**src/hw/i2c_slave_regs.svh**
```systemverilog
`ifndef I2C_SLAVE_REGS_SVH
`define I2C_SLAVE_REGS_SVH
// Byte bit count, ack slot index
`define BYTE_BITS      4'h8
`define ACK_SLOT       4'h9
// 10-bit high address pattern, upper five bits
`define TEN_BIT_HDR    5'h1e
`define BUF_RESET      8'h00
`define ADDR_RESET     8'h00
`endif

```
**src/hw/i2c_slave_pkg.sv**
```systemverilog
package i2c_slave_pkg;
	typedef enum logic [2:0]
	{
		ST_IDLE    = 3'b000,
		ST_ADDR    = 3'b001,
		ST_ADDR_LO = 3'b010,
		ST_RX      = 3'b011,
		ST_TX      = 3'b100
	} slave_state_e;

	// Local software strobes
	typedef struct packed
	{
		logic       buf_read;
		logic       buf_write;
		logic [7:0] buf_wdata;
		logic       addr_write;
		logic [7:0] addr_wdata;
		logic       release_set;
		logic       irq_clear;
		logic       bcol_clear;
		logic       ovf_clear;
	} sw_ctrl_s;

	// Mode configuration levels
	typedef struct packed
	{
		logic address_hold_enable;
		logic data_hold_enable;
		logic stretch_enable;
		logic ten_bit_mode;
		logic slave_collision_detect_enable;
		logic ack_data_value;
	} sw_cfg_s;

	// Bus events found by sampling
	typedef struct packed
	{
		logic scl_rise;
		logic scl_fall;
		logic start;
		logic stop;
		logic scl;
		logic sda;
	} bus_evt_s;
endpackage

```
**src/hw/i2c_bus_sampler.sv**
```systemverilog
`timescale 1ns/1ps
module i2c_bus_sampler
	import i2c_slave_pkg::*;
(
	input  wire logic     sys_clk,
	input  wire logic     sys_rst,
	input  wire logic     scl_in,
	input  wire logic     sda_in,
	output bus_evt_s      evt
);
	logic [1:0] scl_sync;
	logic [1:0] sda_sync;
	logic       scl_prev;
	logic       sda_prev;

	// Two stages before any decision; third stage is the edge reference
	always_ff @(posedge sys_clk or posedge sys_rst)
	begin
		if (sys_rst)
		begin
			scl_sync <= 2'h3;
			sda_sync <= 2'h3;
			scl_prev <= 1'b1;
			sda_prev <= 1'b1;
		end
		else
		begin
			scl_sync <= {scl_sync[0], scl_in};
			sda_sync <= {sda_sync[0], sda_in};
			scl_prev <= scl_sync[1];
			sda_prev <= sda_sync[1];
		end
	end

	assign evt.scl      = scl_sync[1];
	assign evt.sda      = sda_sync[1];
	assign evt.scl_rise = scl_sync[1] & ~scl_prev;
	assign evt.scl_fall = ~scl_sync[1] & scl_prev;
	assign evt.start    = scl_sync[1] & scl_prev & sda_prev & ~sda_sync[1];
	assign evt.stop     = scl_sync[1] & scl_prev & ~sda_prev & sda_sync[1];
endmodule

```
**src/hw/i2c_slave_hold.sv**
```systemverilog
`timescale 1ns/1ps
`include "i2c_slave_regs.svh"
module i2c_slave_hold
	import i2c_slave_pkg::*;
(
	input  wire logic       sys_clk,
	input  wire logic       sys_rst,
	input  wire logic       scl_in,
	input  wire logic       sda_in,
	output logic            scl_oe_n,
	output logic            sda_oe_n,
	output logic            scl_out,
	output logic            sda_out,
	input  wire sw_ctrl_s   ctrl,
	input  wire sw_cfg_s    cfg,
	output logic [7:0]      data_buffer,
	output logic [7:0]      own_address_reg,
	output logic            serial_irq_flag,
	output logic            clock_release,
	output logic            ack_time_status,
	output logic            ack_received_status,
	output logic            buffer_full,
	output logic            update_address_flag,
	output logic            bus_collision_flag,
	output logic            receive_overflow,
	output logic            read_write_status,
	output logic            data_not_address,
	output logic            start_seen,
	output logic            stop_seen
);
	bus_evt_s     evt;
	slave_state_e state;
	slave_state_e next_state;
	logic [7:0]   shift_register;
	logic [3:0]   bit_count;
	logic         ack_phase;
	logic         ack_drive;
	logic         stretch_req;
	logic         ten_matched;
	logic         drive_low_sda;

	i2c_bus_sampler u_sampler
	(
		.sys_clk (sys_clk),
		.sys_rst (sys_rst),
		.scl_in  (scl_in),
		.sda_in  (sda_in),
		.evt     (evt)
	);

	// ***********************************************************
	// Decode
	// ***********************************************************
	wire [7:0] rx_byte   = {shift_register[6:0], evt.sda};
	wire       edge8     = evt.scl_fall & (bit_count == `BYTE_BITS);
	wire       edge9     = evt.scl_fall & (bit_count == `ACK_SLOT);
	wire       rise9     = evt.scl_rise & (bit_count == `BYTE_BITS);
	wire       rise_bit  = evt.scl_rise & (bit_count < `BYTE_BITS);
	wire       blocked   = buffer_full | receive_overflow;
	wire       match7    = (shift_register[7:1] == own_address_reg[7:1]);
	wire       match_hi  = (shift_register[7:3] == `TEN_BIT_HDR) &
		(shift_register[2:1] == own_address_reg[2:1]);
	wire       match_lo  = (shift_register == own_address_reg);
	wire       addr_hit  = cfg.ten_bit_mode ? match_hi : match7;
	wire       rd_bit    = shift_register[0];
	wire       is_rx     = (state == ST_ADDR) | (state == ST_ADDR_LO) |
		(state == ST_RX);
	wire       hit_now   = (state == ST_ADDR) ? addr_hit :
		(state == ST_ADDR_LO) ? match_lo : 1'b1;
	wire       hold_on   = (state == ST_RX) ? cfg.data_hold_enable :
		cfg.address_hold_enable;
	wire       auto_ack  = ~blocked & hit_now;
	wire       ack_level = hold_on ? cfg.ack_data_value : 1'b0;
	// Ten-bit read only valid after a full write match
	wire       rd_ok     = ~cfg.ten_bit_mode | ten_matched;
	wire       collide   = (state == ST_TX) & evt.scl_rise &
		(bit_count < `BYTE_BITS) & shift_register[7] & ~evt.sda;

	// ***********************************************************
	// Sequencer
	// ***********************************************************
	always_comb
	begin
		next_state = state;
		if (evt.start)
			next_state = ST_ADDR;
		else if (evt.stop)
			next_state = ST_IDLE;
		else if (collide & cfg.slave_collision_detect_enable)
			next_state = ST_IDLE;
		else if (edge8 & (state == ST_ADDR) & ~addr_hit)
			next_state = ST_IDLE;
		else if (edge9 & ack_drive)
			next_state = ST_IDLE;
		else if (edge9 & (state == ST_ADDR))
		begin
			if (cfg.ten_bit_mode & ~rd_bit)
				next_state = ST_ADDR_LO;
			else if (rd_bit)
				next_state = ST_TX;
			else
				next_state = ST_RX;
		end
		else if (edge9 & (state == ST_ADDR_LO))
			next_state = ST_RX;
		else if (edge9 & (state == ST_TX) & ack_received_status)
			next_state = ST_IDLE;
	end

	always_ff @(posedge sys_clk or posedge sys_rst)
	begin
		if (sys_rst)
			state <= ST_IDLE;
		else
			state <= next_state;
	end

	// ***********************************************************
	// Bit counter and shifter
	// ***********************************************************
	always_ff @(posedge sys_clk or posedge sys_rst)
	begin
		if (sys_rst)
		begin
			bit_count      <= 4'h0;
			shift_register <= `BUF_RESET;
		end
		else if (evt.start)
		begin
			bit_count      <= 4'h0;
			shift_register <= `BUF_RESET;
		end
		else if (ctrl.buf_write & (state == ST_TX))
			shift_register <= ctrl.buf_wdata;
		else
		begin
			if (rise_bit & is_rx)
				shift_register <= rx_byte;
			if (evt.scl_fall & (state == ST_TX) & (bit_count != 4'h0) &
				(bit_count < `BYTE_BITS))
				shift_register <= {shift_register[6:0], 1'b1};
			if (evt.scl_rise)
				bit_count <= bit_count + 4'h1;
			else if (edge9)
				bit_count <= 4'h0;
		end
	end

	// ***********************************************************
	// Ack decision, taken at edge eight
	// ***********************************************************
	always_ff @(posedge sys_clk or posedge sys_rst)
	begin
		if (sys_rst)
		begin
			ack_drive   <= 1'b1;
			ack_phase   <= 1'b0;
		end
		else if (evt.start | evt.stop)
		begin
			ack_drive   <= 1'b1;
			ack_phase   <= 1'b0;
		end
		else if (edge8 & is_rx)
		begin
			ack_phase   <= 1'b1;
			ack_drive   <= ~auto_ack | ack_level;
		end
		else if (hold_on & ack_phase & stretch_req)
			// Software may still change its choice while held
			ack_drive   <= ~auto_ack | cfg.ack_data_value;
		else if (edge9)
			ack_phase   <= 1'b0;
	end

	// SDA: ack slot in receive, data bits in transmit
	assign drive_low_sda = (ack_phase & ~ack_drive & is_rx) |
		((state == ST_TX) & ((bit_count < `BYTE_BITS) |
		((bit_count == `BYTE_BITS) & evt.scl)) &
		~shift_register[7] & ~ack_phase);

	// ***********************************************************
	// Status and stretch
	// ***********************************************************
	wire hold8    = edge8 & is_rx & hold_on & hit_now &
		(cfg.address_hold_enable | cfg.data_hold_enable);
	wire acked9   = edge9 & is_rx & ~ack_drive;
	wire hi_done  = acked9 & (state == ST_ADDR) & cfg.ten_bit_mode &
		~rd_bit;
	wire lo_done  = edge9 & (state == ST_ADDR_LO);
	wire rd_done  = acked9 & (state == ST_ADDR) & rd_bit & rd_ok;
	wire tx_done  = edge9 & (state == ST_TX);
	wire rx_stash = rise9 & is_rx & ~ack_drive;

	always_ff @(posedge sys_clk or posedge sys_rst)
	begin
		if (sys_rst)
		begin
			serial_irq_flag     <= 1'b0;
			clock_release       <= 1'b1;
			stretch_req         <= 1'b0;
			ack_time_status     <= 1'b0;
			ack_received_status <= 1'b0;
			buffer_full         <= 1'b0;
			update_address_flag <= 1'b0;
			bus_collision_flag  <= 1'b0;
			receive_overflow    <= 1'b0;
			read_write_status   <= 1'b0;
			data_not_address    <= 1'b0;
			start_seen          <= 1'b0;
			stop_seen           <= 1'b0;
			ten_matched         <= 1'b0;
			data_buffer         <= `BUF_RESET;
			own_address_reg     <= `ADDR_RESET;
		end
		else
		begin
			// Set wins over software clear throughout
			if (hold8 | acked9 | lo_done | tx_done)
				serial_irq_flag <= 1'b1;
			else if (ctrl.irq_clear)
				serial_irq_flag <= 1'b0;
			if (hold8)
			begin
				clock_release <= 1'b0;
				stretch_req   <= 1'b1;
			end
			else if (rd_done | (acked9 & cfg.stretch_enable & ~hi_done))
			begin
				clock_release <= 1'b0;
				stretch_req   <= 1'b1;
			end
			else if (tx_done & ~ack_received_status)
			begin
				clock_release <= 1'b0;
				stretch_req   <= 1'b1;
			end
			else if (ctrl.release_set)
			begin
				clock_release <= 1'b1;
				stretch_req   <= 1'b0;
			end
			if (evt.start | evt.stop)
				ack_time_status <= 1'b0;
			else if (hold8)
				ack_time_status <= 1'b1;
			else if (edge9)
				ack_time_status <= 1'b0;
			if (rise9 & (state == ST_TX))
				ack_received_status <= evt.sda;
			if (hi_done | lo_done)
				update_address_flag <= 1'b1;
			else if (ctrl.addr_write)
				update_address_flag <= 1'b0;
			if (ctrl.addr_write & ~ack_phase)
				own_address_reg <= ctrl.addr_wdata;
			if (collide & cfg.slave_collision_detect_enable)
				bus_collision_flag <= 1'b1;
			else if (ctrl.bcol_clear)
				bus_collision_flag <= 1'b0;
			if (rise9 & is_rx & blocked & ~(state == ST_ADDR_LO & ~match_lo))
				receive_overflow <= 1'b1;
			else if (ctrl.ovf_clear)
				receive_overflow <= 1'b0;
			if (rx_stash)
			begin
				data_buffer <= shift_register;
				buffer_full <= 1'b1;
			end
			else if (ctrl.buf_write & (state == ST_TX))
			begin
				data_buffer <= ctrl.buf_wdata;
				buffer_full <= 1'b1;
			end
			else if (tx_done | ctrl.buf_read)
				buffer_full <= 1'b0;
			if (edge8 & (state == ST_ADDR) & addr_hit)
			begin
				read_write_status <= rd_bit;
				data_not_address  <= 1'b0;
			end
			else if (edge9 & (state == ST_RX))
				data_not_address  <= 1'b1;
			if (lo_done & match_lo & auto_ack)
				ten_matched <= 1'b1;
			else if (evt.stop | (edge8 & (state == ST_ADDR) &
				(~addr_hit | ~rd_bit)))
				ten_matched <= 1'b0;
			start_seen <= evt.start ? 1'b1 : (evt.stop ? 1'b0 : start_seen);
			stop_seen  <= evt.stop ? 1'b1 : (evt.start ? 1'b0 : stop_seen);
		end
	end

	// ***********************************************************
	// Pin drivers
	// ***********************************************************
	// Only grab SCL once sampled low, so no high phase is cut short
	wire upd_hold  = update_address_flag;
	wire scl_grab  = (stretch_req | upd_hold) & ~evt.scl;
	wire scl_keep  = (stretch_req | upd_hold) & ~scl_oe_n;

	always_ff @(posedge sys_clk or posedge sys_rst)
	begin
		if (sys_rst)
		begin
			scl_oe_n <= 1'b1;
			sda_oe_n <= 1'b1;
			scl_out  <= 1'b1;
			sda_out  <= 1'b1;
		end
		else
		begin
			scl_oe_n <= ~(scl_grab | scl_keep);
			sda_oe_n <= ~drive_low_sda | (state == ST_IDLE);
			scl_out  <= 1'b0;
			sda_out  <= 1'b0;
		end
	end
endmodule

```
**config.mk**
```make
export PLATFORM = sky130hd
export DESIGN_NAME = i2c_slave_hold
export DESIGN_NICKNAME = d
export VERILOG_FILES = /design/src/hw/i2c_slave_pkg.sv /design/src/hw/i2c_bus_sampler.sv /design/src/hw/i2c_slave_hold.sv
export VERILOG_INCLUDE_DIRS = /design/src /design/src/hw
export SDC_FILE = /design/constraint.sdc
export NUM_CORES = 1
export LEC_CHECK = 0
export BUFFER_PORTS_ARGS = -buffer_cell sky130_fd_sc_hd__buf_4
export CORE_MARGIN = 2
export CORE_UTILIZATION = 58
export DETAILED_ROUTE_END_ITERATION = 12
export GPL_TIMING_DRIVEN = 1
export PLACE_DENSITY = 0.94
export SETUP_SLACK_MARGIN = 0.3
export SYNTH_ARGS = -nofsm -noshare
export SYNTH_HDL_FRONTEND = slang
export SYNTH_SLANG_ARGS = --single-unit
```
**constraint.sdc**
```tcl
create_clock -name sys_clk -period 4.9 [get_ports sys_clk]
set_clock_uncertainty 0.1 [all_clocks]
set_input_delay 0.98 -clock sys_clk [delete_from_list [all_inputs] [get_ports sys_clk]]
set_output_delay 0.98 -clock sys_clk [all_outputs]
set_load 0.005 [all_outputs]
```
## Word level (Yosys, flattened, before mapping)

Cells that the tools add are included.

| word-level totals | value |
|---|---|
| flip-flop bits (word level) | 56 |
| bits in latches | 0 |
| RAM bits | 0 |
| bits in read-only memories | 0 |
| bits of input ports | 33 |
| logic and storage cells | 230 |
| memories | 0 |

| cells by class | value |
|---|---|
| add/subtract/negate cells | 1 |
| multiply operators | 0 |
| divide/modulo/power cells | 0 |
| $lt $le $gt $ge | 1 |
| equal/unequal tests | 12 |
| shift-type cells | 0 |
| multiplexer cells | 61 |
| bitwise logic cells | 107 |
| reductions and logical operators | 20 |

Operators by type and width:

| kind | count |
|---|---|
| AND 1 bit | 67 |
| 2-to-1 mux 8 bit | 6 |
| 2-to-1 mux 1 bit | 41 |
| 2-to-1 mux 3 bit | 10 |
| bitwise OR 1 bit | 21 |
| inverter 1 bit | 19 |
| 2-to-1 mux 4 bit | 4 |
| nonzero test 2 bit | 8 |
| nonzero test 3 bit | 5 |
| nonzero test 4 bit | 3 |
| equality test 4 bit, second input constant | 2 |
| equality test 8 bit | 1 |
| nonzero test 8 bit | 1 |
| equality test 7 bit | 1 |
| equality test 3 x 2 -> 1 bit, second input constant | 2 |
| equality test 5 bit, second input constant | 1 |
| adder 4 x 1 -> 4 bit, second input constant | 1 |
| less-than comparator 4 bit, second input constant | 1 |
| AND reduction 2 bit | 2 |
| equality test 3 x 1 -> 1 bit, second input constant | 1 |
| equality test 3 bit, second input constant | 1 |
| logical NOT 3 bit | 1 |
| != test 3 x 1 -> 1 bit, second input constant | 1 |
| equality test 2 bit | 1 |
| != test 2 bit, second input constant | 1 |

## Logic depth before layout (Yosys ltp)

| logic depth | value |
|---|---|
| depth after elaboration | 13 |
| gate-level depth with buffers | 8 |

## Cells and area by module

Synthesis repeated with hierarchy kept, for this count alone.

| unflattened totals | value |
|---|---|
| cell total of the unflattened synthesis | 286 |
| area total of the unflattened synthesis | 2,942.8 um^2 |

Modules (own cells, without submodules):

| module | instances | cells an instance | area each (um^2) |
|---|---|---|---|
| i2c_slave_hold | 1 | 273 | 2,733.9 |
| i2c_bus_sampler | 1 | 13 | 209.0 |

## Worst setup path after synthesis

No wires, ideal clock.

| path | value |
|---|---|
| path kind | input-to-reg |
| from | input cfg[2] in the netlist's numbering |
| to | register clock_release |
| arrival time | 2.177 ns |
| path slack | 2.543 ns |
| stages | 4 |
| path buffers | 0 |
| cells stage by stage | or4_1 o21a_2 a211o_1 o221a_4 |

| on the way | value |
|---|---|
| cells in the longest elaborated chain, start to end | 7 |
| elaborated cells on any way between the ends | 15 |

RTL lines:

| item | line | RTL |
|---|---|---|
| from (decl) | i2c_slave_hold.sv:15 | `input wire sw_cfg_s cfg,` |
| AND 1 bit (2 in a row) | i2c_slave_hold.sv:188 | `wire hi_done = acked9 & (state == ST_ADDR) & cfg.ten_bit_mode &` |
| inverter 1 bit | i2c_slave_hold.sv:228 | `else if (rd_done \| (acked9 & cfg.stretch_enable & ~hi_done))` |
| AND 1 bit | i2c_slave_hold.sv:228 |  |
| bitwise OR 1 bit | i2c_slave_hold.sv:228 |  |
| 2-to-1 mux 1 bit | i2c_slave_hold.sv:228 |  |
| 2-to-1 mux 1 bit | i2c_slave_hold.sv:223 | `if (hold8)` |
| to (signal assigned) | i2c_slave_hold.sv:225 | `clock_release <= 1'b0;` |
| to (signal assigned) | i2c_slave_hold.sv:230 | `clock_release <= 1'b0;` |
| to (signal assigned) | i2c_slave_hold.sv:235 | `clock_release <= 1'b0;` |
| to (decl) | i2c_slave_hold.sv:19 | `output logic clock_release,` |

Several ways; a longest one is shown, not always the timed one.
A chain may end at the register's enable or synchronous reset.

## Final worst setup path

| path | value |
|---|---|
| from | register state[2] |
| to | register bit_count[2] |

| on the way | value |
|---|---|
| cells in the longest elaborated chain, start to end | 4 |

RTL lines:

| item | line | RTL |
|---|---|---|
| from (decl) | i2c_slave_hold.sv:32 | `slave_state_e state;` |
| from (signal assigned) | i2c_slave_hold.sv:115 | `state <= next_state;` |
| equality test 3 bit | i2c_slave_hold.sv:133 | `else if (ctrl.buf_write & (state == ST_TX))` |
| AND 1 bit | i2c_slave_hold.sv:133 |  |
| != test 2 bit (no line) | - |  |
| AND reduction 2 bit (no line) | - |  |
| to (signal assigned) | i2c_slave_hold.sv:143 | `bit_count <= bit_count + 4'h1;` |
| to (decl) | i2c_slave_hold.sv:35 | `logic [3:0] bit_count;` |

Every way passes these cells.

==> results.cfg <==
[outcome]
status = finished, final reports clean

[placement]
place_area_mm2 = 0.00345
port_buffers = 64
finalWeightedCongestion = 0.903
hpwl_um = 5170

[synth]
synth_cells = 296
synthArstFlopShare_pct = 100
synth_fp_nets = 332
synth.area.mux_share_pct = 7.83
yosysWarnings = 0
synth-main-ff-cell = dfrtp_1
synth_top_family_by_area = simple AND/OR/NAND/NOR gates
synthSimpleGateAreaFrac_pct = 18.5
synth_xor_area_share_pct = 2.67
synth_area_mm2 = 0.00296
synth_fa_ha_area_share_pct = 1.27
synth-edff-count = 0
syn_avg_cell_area_um2 = 9.99
synth_compound_area_share_pct = 17.9
yosysUniqueCellTypes = 60
ys_ff_latch = 56
synth_seq_area_share_pct = 47.9

[floorplan]
ios = 65
die_h_um = 75.4
fp-row-count = 25
die_w_um = 75.4
core_area_mm2 = 0.00482
initial_core_util_pct = 61.4
die_area_mm2 = 0.00568

[worst_setup_path]
startpoint_type = flip-flop
required_ns = 5.00
critPathSlowestCell = dfrtp_1
crit_arrival_ns = 2.76
worstSetupEndpointType = flip-flop
slowest_delay_ns = 0.64
path_cells = nor3b_1, nand2_1, o21ai_0, mux2i_1, a32o_1
r2r_cells = 5
critPathMaxFanout = 20
critical_path_class = reg2reg

[cells_and_area]
drive_gt1_share_pct = 31.7
final_util_pct = 73.6
seq_area_mm2 = 0.00142
antenna_cells = 0
stdcell_area_mm2 = 0.00354
n_fill_cell = 379
final_common_cell = buf_4
multiInputGateArea_mm2 = 0.00143
area_growth_pct = 19.8
layout.nets = 388
final_cell_mix = buf_4 (65), dfrtp_1 (45), nand2_1 (41)

[clocking]
cts_tree = yes
clock_latency_ns = 0.31
cts_setup_buffers = 0
cts_resized = 0
clockBufferDepth = 2
cts_root_buffer = clkbuf_8
clock-sinks = 56
htreeDepth = 2
cts_made_buffers = 5
hold_buffers = 0
clkTransAtPathRegs_ns = 0.09

[route]
drt_iter0_drc = 182
drc = 0
drtPass1Iterations = 4
drt_wl_total_um = 6930
via_per_inst = 5.97
ant_nets = 0
wl_per_cell_um = 16.5
dr_total_vias = 2506

[power]
p_leak_nw = 1.57
p_per_area_mw_per_mm2 = 381
irDropWorstVdd_mv = 0.271

[timing]
relSlewSlack_pct = 42.9
setup_viol = 0
setup-tns-final_ns = 0
drv_slew = 0
worst_pin_slew_ns = 0.855
timing.final.crit_share_pct = 54.4
timing.fmax_ghz = 0.375
final_hold_viol_count = 0
rsz0062_at_grt = no
fin_crit_ns = 2.66

[run]
maxCapViolations = 0

[global_route]
grt.total_usage_pct = 26.8
antenna_found_initial = 0
grt_pass1_wl_um = 11400
grt_pass1_vias = 2387
grt_remaining_overflow = 0
grt_max_degree = 57

[worst_hold_path]
min_delay_path_depth = 0
hold_path.class = reg2reg
worst max-delay path: cells and delay by family (launching register included):
kind,cells,cell delay [ns]
compound gates,2,0.54
simple gates,2,1.16
flops,1,0.64
mux,1,0.11
kinds of logic after synthesis:
family                     count (synthesis)
AOI/OAI and AO/OA                         76
xor gates and xnor gates                   9
adders and majority gates                  3
buffers and inverters                     27
DFF                                       56
muxes                                     21
other                                      1
and+or+nand+nor                          103
cell usage after synthesis, types with 3 or more instances:
cell type / instances / area (um2)
ha_1: 3 / 37.5
clkbuf_1: 8 / 30.0
xor2_1: 4 / 35.0
mux2_2: 17 / 191
a21oi_1: 23 / 115
nor2_1: 12 / 45.0
mux2i_1: 4 / 40.0
dfrtp_1: 45 / 1130
nand2b_1: 5 / 31.3
xnor2_1: 5 / 43.8
o221ai_1: 3 / 26.3
dfstp_2: 11 / 289
a21o_1: 6 / 45.0
or4_1: 3 / 22.5
o21a_1: 3 / 22.5
nand4b_1: 4 / 35.0
nand3_1: 9 / 45.0
a31oi_1: 4 / 25.0
nor2b_1: 4 / 25.0
buf_2: 4 / 20.0
or3_1: 3 / 18.8
inv_1: 11 / 41.3
o21ai_0: 15 / 75.1
nor3_1: 7 / 35.0
nand2_1: 41 / 154
path summary, 6_finish.rpt:
check,start,to,slack (ns)
max,state[2],bit_count[2],2.24
min,u_sampler.sda_sync[0],u_sampler.sda_sync[1],0.26
max reg2reg,state[2],bit_count[2],2.24
min reg2reg,u_sampler.sda_sync[0],u_sampler.sda_sync[1],0.26
max in group asynchronous,sys_rst,ack_phase,3.48
min in group asynchronous,sys_rst,data_buffer[3],0.74
power by group:
group	switching [mW]	internal (mW)
Sequential	0.129	0.565
Combinational	0.179	0.227
Clock	0.148	0.102
Total	0.456	0.893
routing by layer:
metal	part of all wire (%)	GRT usage, %	wire, um
met1	41	35.0	2870
met2	47	42.8	3280
met3	9.1	7.54	628
met4	2.2	9.75	155
met5	0	0	0
per-stage QoR:
stage / hold WS [ns] / instances / worst slack, ns / total power, mW
CTS: 0.261 / 420 / 2.26 / 1.36
global placement: 0.248 / 412 / 2.36 / 1.08
finish: 0.259 / 420 / 2.24 / 1.35
detailed placement: 0.247 / 412 / 2.27 / 1.10
floorplan: 0.245 / 296 / 2.47 / 0.934
global route: 0.264 / 420 / 2.02 / 1.44
final cells by class:
| cell class | instances | share of cell area, % |
|---|---|---|
| multi-input combinational | 213 | 40.3 |
| timing repair buffer | 65 | 13.8 |
| clock buffer | 6 | 2.05 |
| inverter | 11 | 1.17 |
| sequential | 56 | 39.9 |
| clock inverter | 2 | 0.459 |
| tap | 67 | 2.37 |
Power figures use the tool's default switching activity.
